`config.mk`:
```
export PLATFORM = sky130hd
export DESIGN_NAME = rtc_alarm_backup_top
export DESIGN_NICKNAME = d
export VERILOG_FILES = /design/src/hdl/rtc_alarm_pkg.sv /design/src/hdl/rtc_alarm_match.sv /design/src/hdl/rtc_bus_slave.sv /design/src/hdl/rtc_alarm_backup_top.sv
export SDC_FILE = /design/constraint.sdc
export NUM_CORES = 1
export LEC_CHECK = 0
export BUFFER_PORTS_ARGS = -buffer_cell sky130_fd_sc_hd__buf_2
export CAP_MARGIN = 20
export CORE_UTILIZATION = 31
export DETAILED_ROUTE_END_ITERATION = 10
export SYNTH_ARGS = -nofsm -noshare
export SYNTH_HDL_FRONTEND = slang
export SYNTH_HIERARCHICAL = 1
export SYNTH_SLANG_ARGS = --single-unit
export TNS_END_PERCENT = 1
```
`constraint.sdc`:
```
create_clock -name MCLK_IN -period 3.2 [get_ports MCLK_IN]
set_clock_uncertainty 0.2 [all_clocks]
set_input_delay 0.48 -clock MCLK_IN [delete_from_list [all_inputs] [get_ports MCLK_IN]]
set_output_delay 0.48 -clock MCLK_IN [all_outputs]
set_load 0.01 [all_outputs]
```
`src/hdl/rtc_alarm_pkg.sv`:
```
// Constants, types and carriers shared by the alarm and backup-mode control block.
package rtc_alarm_pkg;

    localparam int unsigned CLK_PERIOD_PS     = 25000;
    localparam int unsigned IRQ_PULSE_TIME_US = 1000;
    localparam int unsigned IRQ_PULSE_CYCLES  = IRQ_PULSE_TIME_US * 1000000 / CLK_PERIOD_PS;
    localparam int unsigned PULSE_CNT_W       = 24;

    // Bus device address; the value is arbitrary.
    localparam logic [6:0]  BUS_DEV_ADDR      = 7'h52;

    localparam logic [7:0]  ADDR_ALARM_SEC    = 8'h00;
    localparam logic [7:0]  ADDR_ALARM_WDAY   = 8'h05;
    localparam logic [7:0]  ADDR_IRQ_CFG      = 8'h06;
    localparam logic [7:0]  ADDR_STATUS       = 8'h07;
    localparam logic [7:0]  ADDR_BACKUP_CFG   = 8'h08;

    localparam int unsigned NUM_FIELDS        = 6;
    localparam int unsigned FIELD_EN_BIT      = 7;
    localparam int unsigned IRQ_ALARM0_ENABLE_BIT      = 5;
    localparam int unsigned IRQ_REPEAT_BIT    = 7;
    localparam int unsigned STAT_FLAG_BIT     = 0;
    localparam int unsigned STAT_BATT_BIT     = 1;
    localparam int unsigned CFG_BSW_BIT       = 0;
    localparam int unsigned CFG_SERIAL_BUS_IN_BACKUP_CTL_BIT      = 1;

    localparam logic        BSW_RST           = 1'b1;
    localparam logic        SERIAL_BUS_IN_BACKUP_CTL_RST          = 1'b0;
    localparam logic [7:0]  ALARM_RST         = 8'h00;
    localparam logic [7:0]  IRQ_CFG_RST       = 8'h00;
    localparam logic [6:0]  BCD_SEC_ZERO      = 7'h00;

    typedef logic [7:0] byte_t;
    typedef byte_t [NUM_FIELDS-1:0] fields_t;

    // Index 0 is seconds, index 5 is weekday when cast to fields_t.
    typedef struct packed {
        byte_t wday;
        byte_t month;
        byte_t date;
        byte_t hour;
        byte_t min;
        byte_t sec;
    } time_t;

    typedef struct packed {
        logic vdd_above_reset;
        logic vdd_above_trip;
        logic vbat_above_vdd;
        logic vbat_above_trip;
    } power_t;

    // Encoded as {serial_bus_in_backup_ctl, backup_switch_select}.
    typedef enum logic [1:0] {
        MODE_A = 2'b00,
        MODE_B = 2'b01,
        MODE_C = 2'b10,
        MODE_D = 2'b11
    } backup_mode_t;

    typedef enum logic [2:0] {
        BS_IDLE = 3'b000,
        BS_ADDR = 3'b001,
        BS_AACK = 3'b011,
        BS_RX   = 3'b010,
        BS_RACK = 3'b110,
        BS_TX   = 3'b111,
        BS_TACK = 3'b101
    } bus_st_t;

endpackage : rtc_alarm_pkg

```
`src/hdl/rtc_alarm_match.sv`:
```
// Alarm-0 field comparator producing a one-cycle match event per seconds update.
`timescale 1ns/1ps
module rtc_alarm_match
    import rtc_alarm_pkg::*;
(
    input  wire logic  clk_in,       // System clock.
    input  wire logic  rst_n_in,     // Asynchronous reset, active low.
    input  wire time_t alarm_in,     // Alarm compare registers.
    input  wire time_t time_in,      // Running time, BCD.
    input  wire logic  tick_in,      // Pulse: time_in has just advanced.
    output logic       event_out     // Pulse: enabled fields match.
);

    typedef struct packed {
        logic event_q;
    } match_state_t;

    match_state_t s_q;
    match_state_t s_d;
    fields_t      a;
    fields_t      t;
    logic [NUM_FIELDS-1:0] hit;
    logic [NUM_FIELDS-1:0] en;

    assign a = fields_t'(alarm_in);
    assign t = fields_t'(time_in);

    for (genvar i = 0; i < NUM_FIELDS; i++) begin : g_field
        assign en[i]  = a[i][FIELD_EN_BIT];
        assign hit[i] = !en[i] || (a[i][6:0] == t[i][6:0]);
    end

    always_comb begin
        s_d = s_q;
        // Without a seconds field the match is taken only at the minute rollover.
        s_d.event_q = tick_in && (&hit) && (|en)
                      && (en[0] || (t[0][6:0] == BCD_SEC_ZERO));
    end

    always_ff @(posedge clk_in or negedge rst_n_in) begin
        if (!rst_n_in) begin
            s_q <= '0;
        end else begin
            s_q <= s_d;
        end
    end

    assign event_out = s_q.event_q;

endmodule : rtc_alarm_match

```
`src/hdl/rtc_bus_slave.sv`:
```
// Two-wire serial bus slave with a byte pointer, auto-increment and open-drain data.
`timescale 1ns/1ps
module rtc_bus_slave
    import rtc_alarm_pkg::*;
#(
    parameter logic [6:0] DEV_ADDR = BUS_DEV_ADDR
)(
    input  wire logic  clk_in,       // System clock.
    input  wire logic  rst_n_in,     // Asynchronous reset, active low.
    input  wire logic  scl_in,       // Bus clock pin, asynchronous.
    input  wire logic  sda_in,       // Bus data pin level, asynchronous.
    input  wire logic  bus_en_in,    // High while the bus may be answered.
    output logic       sda_oe_out,   // High while pulling data low.
    output logic       wr_en_out,    // Pulse: write wr_data_out at addr_out.
    output byte_t      addr_out,     // Register pointer.
    output byte_t      wr_data_out,  // Write data.
    input  wire byte_t rd_data_in    // Read data at addr_out.
);

    typedef struct packed {
        logic [2:0] scl_s;
        logic [2:0] sda_s;
        bus_st_t    st;
        byte_t      sh;
        logic [3:0] cnt;
        byte_t      ptr;
        logic       rw;
        logic       first;
        logic       nack;
        logic       drive;
        logic       wr_en;
    } bus_state_t;

    bus_state_t s_q;
    bus_state_t s_d;
    logic       scl_rise;
    logic       scl_fall;
    logic       start_c;
    logic       stop_c;

    assign scl_rise = s_q.scl_s[1] && !s_q.scl_s[2];
    assign scl_fall = !s_q.scl_s[1] && s_q.scl_s[2];
    assign start_c  = s_q.scl_s[1] && s_q.scl_s[2] && !s_q.sda_s[1] && s_q.sda_s[2];
    assign stop_c   = s_q.scl_s[1] && s_q.scl_s[2] && s_q.sda_s[1] && !s_q.sda_s[2];

    always_comb begin
        s_d       = s_q;
        s_d.scl_s = {s_q.scl_s[1:0], scl_in};
        s_d.sda_s = {s_q.sda_s[1:0], sda_in};
        s_d.wr_en = 1'b0;
        // Step the pointer one cycle after a data write, so that the write lands first.
        if (s_q.wr_en) begin
            s_d.ptr = s_q.ptr + 8'h01;
        end
        if (!bus_en_in) begin
            s_d.st    = BS_IDLE;
            s_d.drive = 1'b0;
        end else if (stop_c) begin
            s_d.st    = BS_IDLE;
            s_d.drive = 1'b0;
        end else if (start_c) begin
            s_d.st    = BS_ADDR;
            s_d.cnt   = 4'h0;
            s_d.first = 1'b1;
            s_d.drive = 1'b0;
        end else begin
            case (s_q.st)
                BS_ADDR, BS_RX: begin
                    if (scl_rise) begin
                        s_d.sh  = {s_q.sh[6:0], s_q.sda_s[1]};
                        s_d.cnt = s_q.cnt + 4'h1;
                    end else if (scl_fall && s_q.cnt == 4'h8) begin
                        if (s_q.st == BS_ADDR) begin
                            if (s_q.sh[7:1] == DEV_ADDR) begin
                                s_d.st    = BS_AACK;
                                s_d.rw    = s_q.sh[0];
                                s_d.drive = 1'b1;
                            end else begin
                                s_d.st = BS_IDLE;
                            end
                        end else begin
                            s_d.st    = BS_RACK;
                            s_d.drive = 1'b1;
                            if (s_q.first) begin
                                s_d.ptr   = s_q.sh;
                                s_d.first = 1'b0;
                            end else begin
                                s_d.wr_en = 1'b1;
                            end
                        end
                    end
                end
                BS_AACK, BS_RACK: begin
                    if (scl_fall) begin
                        s_d.cnt = 4'h0;
                        if (s_q.st == BS_AACK && s_q.rw) begin
                            s_d.st    = BS_TX;
                            s_d.sh    = rd_data_in;
                            s_d.drive = !rd_data_in[7];
                        end else begin
                            s_d.st    = BS_RX;
                            s_d.drive = 1'b0;
                        end
                    end
                end
                BS_TX: begin
                    if (scl_rise) begin
                        s_d.cnt = s_q.cnt + 4'h1;
                    end else if (scl_fall) begin
                        if (s_q.cnt == 4'h8) begin
                            s_d.st    = BS_TACK;
                            s_d.drive = 1'b0;
                            s_d.ptr   = s_q.ptr + 8'h01;
                        end else begin
                            s_d.sh    = {s_q.sh[6:0], 1'b0};
                            s_d.drive = !s_q.sh[6];
                        end
                    end
                end
                BS_TACK: begin
                    if (scl_rise) begin
                        s_d.nack = s_q.sda_s[1];
                    end else if (scl_fall) begin
                        s_d.cnt = 4'h0;
                        if (s_q.nack) begin
                            s_d.st = BS_IDLE;
                        end else begin
                            s_d.st    = BS_TX;
                            s_d.sh    = rd_data_in;
                            s_d.drive = !rd_data_in[7];
                        end
                    end
                end
                default: begin
                    s_d.st    = BS_IDLE;
                    s_d.drive = 1'b0;
                end
            endcase
        end
    end

    always_ff @(posedge clk_in or negedge rst_n_in) begin
        if (!rst_n_in) begin
            s_q       <= '0;
            s_q.scl_s <= 3'h7;
            s_q.sda_s <= 3'h7;
        end else begin
            s_q <= s_d;
        end
    end

    assign sda_oe_out  = s_q.drive;
    assign wr_en_out   = s_q.wr_en;
    assign addr_out    = s_q.ptr;
    assign wr_data_out = s_q.sh;

endmodule : rtc_bus_slave

```
`src/hdl/rtc_alarm_backup_top.sv`:
```
// Top of the alarm-0 and battery-backup mode control block with its register file.
`timescale 1ns/1ps
module rtc_alarm_backup_top
    import rtc_alarm_pkg::*;
#(
    parameter int unsigned PULSE_CYCLES = IRQ_PULSE_CYCLES
)(
    input  wire logic   MCLK_IN,          // System clock, 40 MHz.
    input  wire logic   ARST_N_IN,        // Asynchronous reset, active low.
    input  wire logic   SCL_IN,           // Serial bus clock pin.
    input  wire logic   SDA_IN,           // Serial bus data pin level.
    output logic        SDA_OUT,          // Data drive value, always low.
    output logic        SDA_OE_OUT,       // High while pulling data low.
    input  wire power_t POWER_IN,         // Supply comparator levels, asynchronous.
    input  wire time_t  TIME_IN,          // Running time in BCD.
    input  wire logic   SEC_TICK_IN,      // Pulse when TIME_IN advances.
    output logic        IRQ_N_OUT,        // Interrupt output, active low.
    output logic        ON_BATTERY_OUT,   // High while running from battery.
    output logic        FUNCS_ACTIVE_OUT, // High while non-timekeeping logic runs.
    output logic        BUS_ACTIVE_OUT,   // High while the bus is answered.
    output logic        ALARM0_FLAG_OUT   // Sticky alarm-0 status flag.
);

    typedef struct packed {
        power_t                 pwr_s1;
        power_t                 pwr_s2;
        time_t                  alarm;
        byte_t                  irq_cfg;
        logic                   backup_switch_select;
        logic                   serial_bus_in_backup_ctl;
        logic                   alarm0_flag;
        logic [PULSE_CNT_W-1:0] pulse_cnt;
        logic                   on_batt;
        logic                   funcs;
        logic                   bus_act;
        logic                   irq_n;
    } top_state_t;

    top_state_t   s_q;
    top_state_t   s_d;
    power_t       p;
    backup_mode_t mode;
    logic         legacy;
    logic         on_batt;
    logic         funcs;
    logic         bus_ok;
    logic         wr_en;
    byte_t        addr;
    byte_t        wr_data;
    byte_t        rd_data;
    logic         match_ev;
    logic         alarm0_enable;
    logic         interrupt_repeat_select;
    logic         al_ev;
    logic         irq_act;
    fields_t      a_arr;

    assign p                       = s_q.pwr_s2;
    assign mode                    = backup_mode_t'({s_q.serial_bus_in_backup_ctl,
                                                     s_q.backup_switch_select});
    assign legacy                  = s_q.backup_switch_select;
    assign alarm0_enable           = s_q.irq_cfg[IRQ_ALARM0_ENABLE_BIT];
    assign interrupt_repeat_select = s_q.irq_cfg[IRQ_REPEAT_BIT];

    // Supply selection and the functions that stay alive on battery.
    always_comb begin
        if (legacy) begin
            on_batt = p.vbat_above_vdd && p.vbat_above_trip;
        end else begin
            on_batt = !p.vdd_above_trip && p.vbat_above_vdd;
        end
        funcs = !(!legacy && on_batt);
    end

    // Bus availability per backup mode; a low main supply always wins.
    always_comb begin
        case (mode)
            MODE_A, MODE_C: begin
                bus_ok = p.vdd_above_reset && !on_batt;
            end
            MODE_B: begin
                bus_ok = p.vdd_above_reset;
            end
            MODE_D: begin
                bus_ok = p.vdd_above_reset && !p.vbat_above_vdd;
            end
            default: begin
                bus_ok = 1'b0;
            end
        endcase
    end

    rtc_bus_slave #(
        .DEV_ADDR    (BUS_DEV_ADDR)
    ) u_bus (
        .clk_in      (MCLK_IN),
        .rst_n_in    (ARST_N_IN),
        .scl_in      (SCL_IN),
        .sda_in      (SDA_IN),
        .bus_en_in   (s_q.bus_act),
        .sda_oe_out  (SDA_OE_OUT),
        .wr_en_out   (wr_en),
        .addr_out    (addr),
        .wr_data_out (wr_data),
        .rd_data_in  (rd_data)
    );

    rtc_alarm_match u_match (
        .clk_in      (MCLK_IN),
        .rst_n_in    (ARST_N_IN),
        .alarm_in    (s_q.alarm),
        .time_in     (TIME_IN),
        .tick_in     (SEC_TICK_IN),
        .event_out   (match_ev)
    );

    assign a_arr = fields_t'(s_q.alarm);

    always_comb begin
        rd_data = 8'h00;
        if (addr <= ADDR_ALARM_WDAY) begin
            rd_data = a_arr[addr[2:0]];
        end else if (addr == ADDR_IRQ_CFG) begin
            rd_data = s_q.irq_cfg;
        end else if (addr == ADDR_STATUS) begin
            rd_data[STAT_FLAG_BIT] = s_q.alarm0_flag;
            rd_data[STAT_BATT_BIT] = s_q.on_batt;
        end else if (addr == ADDR_BACKUP_CFG) begin
            rd_data[CFG_BSW_BIT]  = s_q.backup_switch_select;
            rd_data[CFG_SERIAL_BUS_IN_BACKUP_CTL_BIT] = s_q.serial_bus_in_backup_ctl;
        end
    end

    assign al_ev = match_ev && alarm0_enable && s_q.funcs;

    always_comb begin
        fields_t w_arr;
        w_arr      = a_arr;
        s_d        = s_q;
        s_d.pwr_s1 = POWER_IN;
        s_d.pwr_s2 = s_q.pwr_s1;
        s_d.on_batt = on_batt;
        s_d.funcs   = funcs;
        s_d.bus_act = bus_ok;
        if (wr_en) begin
            if (addr <= ADDR_ALARM_WDAY) begin
                w_arr[addr[2:0]] = wr_data;
                s_d.alarm        = time_t'(w_arr);
            end else if (addr == ADDR_IRQ_CFG) begin
                s_d.irq_cfg = wr_data;
            end else if (addr == ADDR_STATUS && !wr_data[STAT_FLAG_BIT]) begin
                s_d.alarm0_flag = 1'b0;
            end else if (addr == ADDR_BACKUP_CFG) begin
                s_d.backup_switch_select     = wr_data[CFG_BSW_BIT];
                s_d.serial_bus_in_backup_ctl = wr_data[CFG_SERIAL_BUS_IN_BACKUP_CTL_BIT];
            end
        end
        // A match in the clearing cycle still sets the flag.
        if (al_ev) begin
            s_d.alarm0_flag = 1'b1;
        end
        if (al_ev && interrupt_repeat_select) begin
            s_d.pulse_cnt = PULSE_CNT_W'(PULSE_CYCLES);
        end else if (s_q.pulse_cnt != '0) begin
            s_d.pulse_cnt = s_q.pulse_cnt - 1'b1;
        end
        if (interrupt_repeat_select) begin
            irq_act = s_d.pulse_cnt != '0;
        end else begin
            irq_act = s_d.alarm0_flag;
        end
        s_d.irq_n = !(irq_act && alarm0_enable && funcs);
    end

    always_ff @(posedge MCLK_IN or negedge ARST_N_IN) begin
        if (!ARST_N_IN) begin
            s_q                          <= '0;
            s_q.alarm                    <= {NUM_FIELDS{ALARM_RST}};
            s_q.irq_cfg                  <= IRQ_CFG_RST;
            s_q.backup_switch_select     <= BSW_RST;
            s_q.serial_bus_in_backup_ctl <= SERIAL_BUS_IN_BACKUP_CTL_RST;
            s_q.funcs                    <= 1'b1;
            s_q.irq_n                    <= 1'b1;
        end else begin
            s_q <= s_d;
        end
    end

    assign SDA_OUT          = 1'b0;
    assign IRQ_N_OUT        = s_q.irq_n;
    assign ON_BATTERY_OUT   = s_q.on_batt;
    assign FUNCS_ACTIVE_OUT = s_q.funcs;
    assign BUS_ACTIVE_OUT   = s_q.bus_act;
    assign ALARM0_FLAG_OUT  = s_q.alarm0_flag;

endmodule : rtc_alarm_backup_top

```
== Word level (Yosys, flattened, before mapping) ==
Index checks and enable logic that the tools add are counted.
Word-level totals
  flip-flop bits (word level): 130
  bits of input ports: 57
  logic and storage cells: 251
  output and inout port bits: 7
Cells by class
  order comparisons: 3
  bitwise operators: 6
  add/sub/neg operators: 3
  reduce and logical (&&, ||, !) cells: 73
  mux-type cells: 85
  eq/ne operators: 46
Operators by type and width (count)
  8-bit 2-to-1 mux: 12
  48-bit bitwise mux: 1
  24-bit 2-to-1 mux: 2
  12-bit case mux with 4 select lines: 1
  24-bit nonzero test: 2
  15-bit 2-to-1 mux: 3
  11-bit 2-to-1 mux: 4
  7-bit equality test: 6
  1-bit 2-to-1 mux: 33
  3-bit 2-to-1 mux: 9
  5-bit by 2-bit != test with 1-bit output, second input constant: 5
  8-bit binary-select mux with 3-bit select: 1
  8-bit demux with 3-bit select: 1
  1-bit logical AND: 24
  8-bit AND reduction: 3
  24-bit by 1-bit subtractor with 24-bit output, second input constant: 1
  10-bit 2-to-1 mux: 2
  5-bit != test, second input constant: 4
  1-bit zero test: 19
  8-bit by 3-bit equality test with 1-bit output, second input constant: 2
  8-bit case mux with 2 select lines: 1
  2-bit 2-to-1 mux: 7
  13-bit AND reduction: 1
  12-bit 2-to-1 mux: 1
  38 further kinds: 71

== Depth between registers and ports, before layout ==
  depth in word-level cells: 13
  depth in mapped cells: 11
  depth with buffers taken out: 9

== Cells and area by module ==
The synthesis kept the hierarchy.
Modules (own cells, without submodules)
  rtc_alarm_backup_top: sequential area each 2381.0 sq um, area an instance 4689.5 sq um, times used 1, cells an instance 401
  rtc_bus_slave: sequential area each 858.3 sq um, area an instance 2250.9 sq um, times used 1, cells an instance 244
  rtc_alarm_match: sequential area each 25.0 sq um, area an instance 533.0 sq um, times used 1, cells an instance 64

== Least setup slack after synthesis ==
Ideal clock, no wire load.
  kind: register to register
  from: register s_q[4] in the netlist's numbering
  to: register s_q, in the netlist IRQ_N_OUT
  path slack: 0.366 ns
  cell stages (with the launch flop): 10
  arrival time: 2.548 ns
  required time: 2.914 ns
  setup time: 0.086 ns
  period minus slack after synthesis: 2.834 ns
  buffers on the path: 1
  cells stage by stage: dfrtp_1 > inv_1 > ha_1 > or3b_2 > buf_2 > nor4_1 > xnor2_1 > nor2_1 > or4b_1 > o31ai_2
RTL lines
  start, declared: line rtc_alarm_backup_top.sv:39  | top_state_t s_q;

==> flow_summary.yaml <==
global_route:
  track_usage_pct: 15.79
  grtUsageMet1_pct: 22.67
  grt_util_met3_pct: 2.808
  globalRouteMet2Util_pct: 24.40
  grt_pass1_wl_um: 30190
  antenna_found_initial: 0
  grt_pass1_vias: 5517
  grt_max_degree: 62
  busiest_layer: "met2"
  grt-ovfl-total: 0
min_path:
  whs_path_depth: 0
  hold_path.startpoint: "s_d[88]"
  hp-class: "register to register"
cts:
  insertion_delay_ns: 0.42
  cts_tree: "built"
  clockRootBuffer: "clkbuf_16"
  clockBufferDepth: 2
  h-tree-depth: 4
  cts_sinks: 130
  clk_pin_slew_ns: 0.06
  tritoncts.num_buffers: 17
worst_setup_path:
  end_kind: "register"
  start_kind: "register"
  reg2reg_depth: 8
  r2r_slack_ns: 0.24
  startpoint: "s_q[5]"
  crit_fanout: 6
  cp.arrival_ns: 3.09
  reg2reg_from: "s_q[5]"
  worstSetupPathType: "register to register"
  crit_required_ns: 3.33
placement:
  port_buffers: 56
  place_ws_ns: 0.2311
  dp.cells: 1067
  dp_hpwl_um: 12990
  gp_congestion: 0.8675
route:
  first_pass_iters: 5
  drt_wl_total_um: 18190
  drt_iter0_drc: 440
  vias: 5671
  postRouteAntennaNets: 0
  via_per_inst: 5.127
  routedWlPerCell_um: 16.44
  drcViolationCount: 0
power_and_ir_drop:
  swShare_pct: 22.84
  power_frac_seq_pct: 43.6
  intPower_mw: 2.997
  ir_drop_uv: 313.5
  p_switching_mw: 0.8869
  pwr-share-clk_pct: 52.3
  power_density_nw_per_um2: 441.0
  leakagePower_nw: 3.898
  pwr-share-comb_pct: 4.0
timing:
  setup_violations: 0
  timing.slew.headroom_pct: 59.26
  worst_slew_pin_slew_ns: 0.6111
  fin_setup_tns_ns: 0
  rsz0062_at_grt: "false"
  max_clock_freq_mhz: 337.7
  fin_crit_sh_pct: 92.53
  setup_ws_ns: 0.2391
  fin_crit_ns: 2.961
  slew_violations: 0
  finalHoldViolCount: 0
die:
  fp.dieW_um: 157.3
  pin_count: 64
  start_util_pct: 31.74
  rows: 56
  die_y_um: 157.3
  core_um2: 23540
  die_area_um2: 24730
final_layout:
  fin_cells: 1106
  nets: 836
  drive_above_1_share_pct: 29.35
  layout_common_cells: "121 x dfrtp_1, 75 x mux2_2, 55 x nor2_1, 55 x buf_2, 53 x nand2_1"
  areaGrowthSynthToFinish_pct: 17.83
  layout_commonest_cell: "dfrtp_1"
  antenna_cells: 0
logic_synthesis:
  yosysSeqAreaShare_pct: 43.68
  ys_ff_latch: 130
  avgSynthCellArea_um2: 10.54
  ys.flop_type: "dfrtp_1"
  yosys_warnings: 6
  syn_inst: 709
  async_reset_ff_share_pct: 100.0
  syn-num-nets: 771
  synth_edf_count: 0
  synth_cell_types: 81
  synth.cell_area_um2: 7473
flow_run:
  drv_cap: 0
status:
  status: "complete, no violations"
## layer usage
| metal | part of all wire [%] | vias to the layer above |
|---|---|---|
| met1 | 50 | 2801 |
| li1 | - | 2728 |
| met5 | 0 | - |
| met2 | 46 | 125 |
| met3 | 3.3 | 17 |
| met4 | 1.0 | 0 |
## per-stage QoR
stage / hold WS (ns) / util (%) / instance area [um2] / power, mW
4_1_cts: 0.1480 / 37.37 / 8797 / 3.930
5_1_grt: 0.1651 / 37.40 / 8806 / 4.018
3_3_place_gp: 0.1346 / 34.43 / 8107 / 1.876
2_1_floorplan: -0.01559 / - / 7473 / 1.783
6_report: 0.1461 / 37.40 / 8806 / 3.884
3_5_place_dp: 0.1347 / 34.43 / 8107 / 1.878
## worst paths after layout
check	to
worst max-delay path	IRQ_N_OUT
worst max register to register	IRQ_N_OUT
max in group asynchronous	a_arr[19]
worst min-delay path	p[1]
worst min register to register	p[1]
min in group asynchronous	p[0]
## cell usage after synthesis (all sizes together) (10+ instances only)
master / number / area, um2
a21oi: 34 / 177.7
buf: 27 / 196.4
clkbuf: 15 / 56.30
dfrtp: 121 / 3028
inv: 14 / 52.55
mux2: 76 / 855.8
mux2i: 10 / 100.1
nand2: 54 / 210.2
nand3: 16 / 85.08
nand4: 17 / 106.4
nor2: 56 / 226.5
nor3: 12 / 71.32
nor4: 19 / 137.6
o21ai: 28 / 143.9
xnor2: 33 / 289.0
xor2: 33 / 289.0
## kinds of logic (layout without fill, tap and decap cells)
| group | Yosys count | count (layout) | share of synthesized area (%) |
|---|---|---|---|
| simple gates | 236 | 236 | 17.71 |
| buf+inv | 56 | 134 | 4.085 |
| mux | 94 | 94 | 15.20 |
| xor+xnor | 66 | 66 | 7.735 |
| fa+ha+maj | 5 | 5 | 0.8371 |
| other cells | 1 | 1 | 0.05018 |
| flops | 130 | 130 | 43.68 |
| compound gates | 121 | 121 | 10.70 |
## critical path, cell delays in order (launching register included)
cell	delay, ns
dfrtp_1	0.42
inv_1	0.09
ha_1	0.21
or3b_2	0.56
nor4_1	0.41
xnor2_1	0.17
nor2_1	0.07
or4b_1	0.53
o31ai_2	0.22
## power by group through the flow
| stage | sequential, mW | clock, mW | combinational, mW |
|---|---|---|---|
| floorplan | 1.71 | 0 | 0.0680 |
| global placement | 1.72 | 0 | 0.152 |
| detailed placement | 1.72 | 0 | 0.154 |
| CTS | 1.69 | 2.07 | 0.162 |
| global route | 1.70 | 2.14 | 0.180 |
| finish | 1.69 | 2.03 | 0.157 |
## timing repair
item | CTS | global route
setup endpoints to repair | 0 | 1
endpoints found under the hold margin | 56 | 0
hold buffers | 7 | 0
resized for setup | 0 | 3
setup buffers | 0 | 0
## registers in the layout, summed over array words and instances, names as in the netlist, 4 cells and up
name               count
p                      4
u_bus/wr_data_out      8
a_arr                 48
u_bus/s_d              4
u_bus/addr_out         8
u_bus/s_q             12
s_q                   30
s_d                    4
## area by class of cell
cell class	count	area (um2)
well taps	319	399.1
repair buffers	88	556.8
multi-input cells	523	3913
fillers	2366	14740
flip-flops and latches	130	3264
clock inverters	14	181.4
inverters	14	52.55
clock buffers	18	439.2
No activity file was read; power rests on OpenSTA's default activity.
